===== src/rtl/ipr_pkg.sv =====
// constants and types for the instruction prefix register
// Overview of operation
// - every reset clears prefix to zero
// - low byte feeds next instruction's high byte
// - value lasts one cycle, then zero
// - only low eight bits prefix the instruction
// - all indexes share one 16-bit register
// - write index extends source and destination selects
// - index zero limits source 0-f, destination 0-7
package ipr_pkg;
  localparam int unsigned IPR_DATA_W = 16;
  localparam int unsigned IPR_IDX_W = 3;
  localparam int unsigned IPR_SRC_LO_W = 4;
  localparam int unsigned IPR_DST_LO_W = 3;
  localparam int unsigned IPR_BYTE_W = 8;
  localparam logic [15:0] IPR_RESET_VAL = 16'h0000;
  localparam logic [2:0] IPR_IDX_ZERO = 3'h0;
  localparam int unsigned IPR_IDX_SRC_BIT = 0;
  localparam int unsigned IPR_IDX_DST_LO = 1;
  // avalon word map: one word per index, module base at register index 0b
  localparam int unsigned IPR_MOD_INDEX = 'hb;
  localparam logic [3:0] IPR_ADDR_PFX0 = 4'h0;
  localparam logic [3:0] IPR_ADDR_LAST = 4'h7;
  localparam logic [3:0] IPR_ADDR_STATUS = 4'h8;
  localparam logic [31:0] IPR_UNMAPPED_RD = 32'h0000_0000;
  typedef enum logic [1:0] {IPR_IDLE, IPR_ARMED} ipr_state_t;
endpackage


===== src/rtl/ipr_expand.sv =====
// extends instruction register selects from the latched prefix index
`timescale 1ns/100ps
`default_nettype none
module ipr_expand
  import ipr_pkg::*;
#(
  parameter int unsigned SRC_LO_W = IPR_SRC_LO_W,
  parameter int unsigned DST_LO_W = IPR_DST_LO_W
) (
  // prefix side
  input wire logic [ipr_pkg::IPR_IDX_W-1:0] idx_i,
  // instruction side
  input wire logic [SRC_LO_W-1:0] src_lo_i,
  input wire logic [DST_LO_W-1:0] dst_lo_i,
  output logic [SRC_LO_W:0] src_sel_o,
  output logic [DST_LO_W+1:0] dst_sel_o
);
  initial begin
    if (SRC_LO_W == 0 || DST_LO_W == 0) begin
      $error("ipr_expand: field widths must be nonzero");
    end
  end
  wire logic src_hi = idx_i[IPR_IDX_SRC_BIT];
  wire logic [1:0] dst_hi = idx_i[IPR_IDX_DST_LO +: 2];
  assign src_sel_o = {src_hi, src_lo_i};
  assign dst_sel_o = {dst_hi, dst_lo_i};
endmodule
`default_nettype wire


===== src/rtl/ipr_top.sv =====
// instruction prefix register with move-datapath, decode and avalon ports
//
// Decided for this implementation: the Avalon-MM slave port.
`timescale 1ns/100ps
`default_nettype none
module ipr_top
  import ipr_pkg::*;
(
  // clock and reset
  input wire logic clk_sys_i,
  input wire logic sys_rst_i,
  // register-move datapath write/read of the prefix module
  input wire logic mv_wr_i,
  input wire logic [ipr_pkg::IPR_IDX_W-1:0] mv_idx_i,
  input wire logic [ipr_pkg::IPR_DATA_W-1:0] mv_wdata_i,
  output logic [ipr_pkg::IPR_DATA_W-1:0] mv_rdata_o,
  // next-instruction decode
  input wire logic [ipr_pkg::IPR_SRC_LO_W-1:0] dec_src_lo_i,
  input wire logic [ipr_pkg::IPR_DST_LO_W-1:0] dec_dst_lo_i,
  output logic [ipr_pkg::IPR_SRC_LO_W:0] dec_src_sel_o,
  output logic [ipr_pkg::IPR_DST_LO_W+1:0] dec_dst_sel_o,
  output logic [ipr_pkg::IPR_BYTE_W-1:0] dec_imm_hi_o,
  output logic dec_prefixed_o,
  // avalon-mm slave
  input wire logic [3:0] avs_address,
  input wire logic avs_read,
  input wire logic avs_write,
  input wire logic [31:0] avs_writedata,
  input wire logic [3:0] avs_byteenable,
  output logic [31:0] avs_readdata,
  output logic avs_waitrequest
);
  import ipr_pkg::*;

  logic [IPR_DATA_W-1:0] pfx_q, pfx_d;
  logic [IPR_IDX_W-1:0] idx_q, idx_d;
  ipr_state_t state_q, state_d;
  logic ack_q;
  logic [31:0] rdata_q;
  logic [IPR_DATA_W-1:0] last_q;

  // avalon decode: waitrequest high until one-cycle ack
  wire logic av_req = avs_read | avs_write;
  wire logic av_pfx_hit = avs_address <= IPR_ADDR_LAST;
  wire logic av_status_hit = avs_address == IPR_ADDR_STATUS;
  wire logic av_wr = avs_write & ack_q & av_pfx_hit;
  wire logic [IPR_DATA_W-1:0] av_wdata = {
    avs_byteenable[1] ? avs_writedata[15:8] : pfx_q[15:8],
    avs_byteenable[0] ? avs_writedata[7:0] : pfx_q[7:0]};
  assign avs_waitrequest = av_req & ~ack_q;
  assign avs_readdata = rdata_q;

  // datapath move wins over a bus write in the same cycle
  wire logic any_wr = mv_wr_i | av_wr;
  wire logic [IPR_DATA_W-1:0] wr_val = mv_wr_i ? mv_wdata_i : av_wdata;
  wire logic [IPR_IDX_W-1:0] wr_idx = mv_wr_i ? mv_idx_i : avs_address[IPR_IDX_W-1:0];

  // one-cycle life: a write arms, the next cycle reverts to zero
  always_comb begin
    state_d = any_wr ? IPR_ARMED : IPR_IDLE;
    pfx_d = any_wr ? wr_val : IPR_RESET_VAL;
    idx_d = any_wr ? wr_idx : IPR_IDX_ZERO;
  end

  always_ff @(posedge clk_sys_i or posedge sys_rst_i) begin
    if (sys_rst_i) begin
      pfx_q <= IPR_RESET_VAL;
      idx_q <= IPR_IDX_ZERO;
      state_q <= IPR_IDLE;
    end else begin
      pfx_q <= pfx_d;
      idx_q <= idx_d;
      state_q <= state_d;
    end
  end

  // last written value kept for software inspection only
  always_ff @(posedge clk_sys_i or posedge sys_rst_i) begin
    if (sys_rst_i) begin
      last_q <= IPR_RESET_VAL;
    end else if (any_wr) begin
      last_q <= wr_val;
    end
  end

  wire logic [31:0] av_rd_mux = av_pfx_hit ? {16'h0000, pfx_q} :
    av_status_hit ? {12'h000, 1'b0, idx_q, last_q} : IPR_UNMAPPED_RD;

  always_ff @(posedge clk_sys_i or posedge sys_rst_i) begin
    if (sys_rst_i) begin
      ack_q <= 1'b0;
      rdata_q <= IPR_UNMAPPED_RD;
    end else begin
      ack_q <= av_req & ~ack_q;
      rdata_q <= (avs_read & ~ack_q) ? av_rd_mux : rdata_q;
    end
  end

  // every index reads the same storage
  assign mv_rdata_o = pfx_q;

  // decode view: only the low byte prefixes
  logic armed;
  always_comb begin
    case (state_q)
      IPR_ARMED: armed = 1'b1;
      IPR_IDLE: armed = 1'b0;
      default: armed = 1'b0;
    endcase
  end
  assign dec_imm_hi_o = pfx_q[IPR_BYTE_W-1:0];
  assign dec_prefixed_o = armed;

  ipr_expand #(
    .SRC_LO_W(IPR_SRC_LO_W),
    .DST_LO_W(IPR_DST_LO_W)
  ) u_expand (
    .idx_i(idx_q),
    .src_lo_i(dec_src_lo_i),
    .dst_lo_i(dec_dst_lo_i),
    .src_sel_o(dec_src_sel_o),
    .dst_sel_o(dec_dst_sel_o)
  );
endmodule
`default_nettype wire


===== config.mk =====
export PLATFORM = sky130hd
export DESIGN_NAME = ipr_top
export DESIGN_NICKNAME = d
export VERILOG_FILES = /design/src/rtl/ipr_pkg.sv /design/src/rtl/ipr_expand.sv /design/src/rtl/ipr_top.sv
export SDC_FILE = /design/constraint.sdc
export NUM_CORES = 1
export LEC_CHECK = 0
export CAP_MARGIN = 5
export CELL_PAD_IN_SITES_DETAIL_PLACEMENT = 1
export CELL_PAD_IN_SITES_GLOBAL_PLACEMENT = 1
export CORE_ASPECT_RATIO = 2
export CORE_MARGIN = 2
export CORE_UTILIZATION = 49
export CTS_CLUSTER_SIZE = 12
export DETAILED_ROUTE_END_ITERATION = 10
export DONT_BUFFER_PORTS = 1
export HOLD_SLACK_MARGIN = 0.03
export PLACE_DENSITY_LB_ADDON = 0.1
export REMOVE_ABC_BUFFERS = 1
export SLEW_MARGIN = 15
export SYNTH_ARGS = -nofsm -noshare
export SYNTH_HDL_FRONTEND = slang
export SYNTH_SLANG_ARGS = --single-unit

===== constraint.sdc =====
create_clock -name clk_sys_i -period 4.3 [get_ports clk_sys_i]
set_input_delay 0.215 -clock clk_sys_i [delete_from_list [all_inputs] [get_ports clk_sys_i]]
set_output_delay 0.215 -clock clk_sys_i [all_outputs]
set_load 0.1 [all_outputs]

==> impl_metrics.ini <==
[global_route]
most_heavily_used_metal_layer_in_global_routing = met2
grt_antenna_before_repair = 0
grtUsageMet1 = 0.258
number_of_global_route_vias_before_repair = 1805
overflow = 0
grt_pass1_wl_mm = 9.60
largest_net_degree_at_the_start_of_global_routing = 57
grtUsageTotal = 0.233
grt_util_met2 = 0.393
gr-usage-met3 = 0.0878

[floorplanning]
floorplan.die_area_mm2 = 0.00581
io_pins = 139
floorplan.initialDensity = 0.499
coreArea_mm2 = 0.00509
num_rows = 37
floorplan.die.width_um = 54.9
die_y_um = 106

[clock_network]
cts_max_path_bufs = 2
cts-htree-levels = 2
cts_resized = 0
post_cts_hold_buffer_count = 0
post_cts.repair.setup_buffers = 0
numCtsBuffers = 5
cts_tree = done
clockRootBuffer = clkbuf_8
cts_num_sinks = 56
clock_pin_slew_worst_setup_and_hold_paths_ns = 0.09
clkLatencyLatePin_ns = 0.31

[synth]
synthFlopType = dfrtp_1
asyncSetResetFlopFracSynth = 1.00
synthesized_area_per_cell_um2 = 10.9
synth_warnings = 0
netlist_instances = 234
synth-edff-count = 0
synth.yosys.seq_area_share = 0.552
synth.lib_cells_used.distinct = 23
synthesized_area_mm2 = 0.00254
postSynthRegisterBits = 56

[setup_path]
reg2reg_setup_slack_ns = 2.44
cp_data_arrival_time_ns = 1.68
critical-path-max-stage-delay_ns = 0.88
critPathLaunchType = flip-flop
path_max_fanout = 4
crit_slowest_cell = nor2_2
crit_buf_inv = 0
setup.worst_path.end_class = output pin
path_delay_family = simple AND/OR/NAND/NOR gates
critical_path_required_ns = 4.09
timing.setup.critical_path_class = flip-flop to output pin
timing.critical_path.cells = nor2_2

[route]
first_iter_violations = 24
first_pass_iters = 4
routed_wirelength_mm = 6.20
drt-vias-per-instance = 5.88
route.detailed.drc = 0
ant_nets = 0
vias = 1600
wl_per_cell_um = 22.8

[timing]
timing.slew.headroom = 0.274
report.final.slew_viol_count = 0
rsz0062_at_grt = false
hold_slack_ns = -0.0215
period_minus_slack_ns = 1.89
setup_viol = 0
final_hold_viol_count = 56
max_freq_mhz = 529
clock_skew_ns = 0.00601
worstMarginPinSlew_ns = 1.09
fin_crit_sh = 0.440
fin_setup_tns_ns = 0

[place]
gp_congestion = 0.752
post-dp-hpwl_mm = 4.29
port-buffer-count = 0
placed_area_mm2 = 0.00241
placed_cells = 264

[status]
run_status = finished with violations
violations_in_the_final_reports = negative hold slack

[power_and_ir_drop]
power-per-cell-area_mw_per_mm2 = 592
vdd_ir_drop_max_mv = 0.353
power.static_leakage_nw = 1.20
power_w = 0.00150

[run]
maxCapViolations = 0

[cells_and_area]
final_layout_size_suffix_gt1_frac = 0.131
post_layout_nonfiller_instances = 272
antenna_cells = 0
finalInstanceArea_mm2 = 0.00253
area.growth.synth_to_final_pct = -0.296
finalNetCount = 284

[worst_hold_path]
min_path_type = primary input to async pin
==> cell usage after synthesis (2+ instances only) <==
cell	n	area (um^2)
dfrtp_1	56	1400
buf_4	28	210
nor2_1	21	78.8
mux2i_1	19	190
o21ai_0	19	95.1
a21o_1	16	120
nand2_1	16	60.1
a22oi_1	14	105
a21oi_1	11	55.1
buf_2	7	35.0
a21oi_2	5	43.8
inv_1	5	18.8
clkbuf_1	4	15.0
nand3_1	3	15.0
a22oi_2	2	25.0
==> power breakdown <==
part           switching [W]  leakage, nW  total, W  internal (W)
logic               0.000125        0.463  0.000174     0.0000488
registers           0.000402        0.682  0.000980      0.000578
clock network       0.000172       0.0552  0.000345      0.000173
total               0.000699         1.20   0.00150      0.000800
==> path summary, 6_finish.rpt <==
kind / from / endpoint / cells after the start
min in group clk_sys_i: mv_wdata_i[14] / mv_rdata_o[14] / 2
hold reg to reg: last_q[12] / last_q[12] / 1
max in group asynchronous: sys_rst_i / mv_rdata_o[6] / 1
hold / removal: sys_rst_i / avs_readdata[16] / 1
setup / recovery: ack_q / avs_waitrequest / 1
setup reg to reg: ack_q / last_q[9] / 3
==> sequential cells by signal, summed over array words and instances (netlist names) <==
register and cells:
ack_q 1, avs_readdata 19, idx_q 3, last_q 16, mv_rdata_o 16, state_q 1
==> area by class of cell <==
class | instances | area, um^2
clock inverters | 2 | 35.0
inverters | 6 | 23.8
multi-input cells | 143 | 910
fillers | 570 | 2560
clock buffers | 6 | 72.6
flip-flops and latches | 56 | 1410
repair buffers | 1 | 7.51
well taps | 58 | 72.6
==> placed cells by master (no fill, tap or decap), drive strengths merged, types with 3 or more instances in the layout <==
master / netlist / routed
nand3: 3 / 3
dfrtp: 56 / 56
nand2: 16 / 16
a21o: 16 / 16
conb: 1 / 13
nor2: 21 / 21
inv: 5 / 4
o21ai: 19 / 19
a22oi: 16 / 16
clkinv: 1 / 3
a21oi: 16 / 16
mux2i: 19 / 19
clkbuf: 5 / 6
==> kinds of logic (layout without fill, tap and decap cells) <==
kind of cell | after synthesis | count (layout) | synth area share
other cells | 1 | 13 | 0.00148
mux | 19 | 19 | 0.0749
buf+inv | 47 | 15 | 0.118
compound gates | 68 | 68 | 0.177
flops | 56 | 56 | 0.552
simple gates | 43 | 43 | 0.0768
==> layer usage <==
metal,part of all wire,vias up
met5,0,-
met4,0.015,0
met3,0.080,6
met2,0.56,73
met1,0.35,807
li1,-,714
==> metrics by stage <==
step / setup slack [ns] / util
detailed placement: 2.14 / 0.474
floorplan: 2.18 / -
global placement: 2.23 / 0.474
CTS: 2.40 / 0.495
finish: 2.41 / 0.497
global route: 2.19 / 0.497
(Power assumes the default switching activity.)
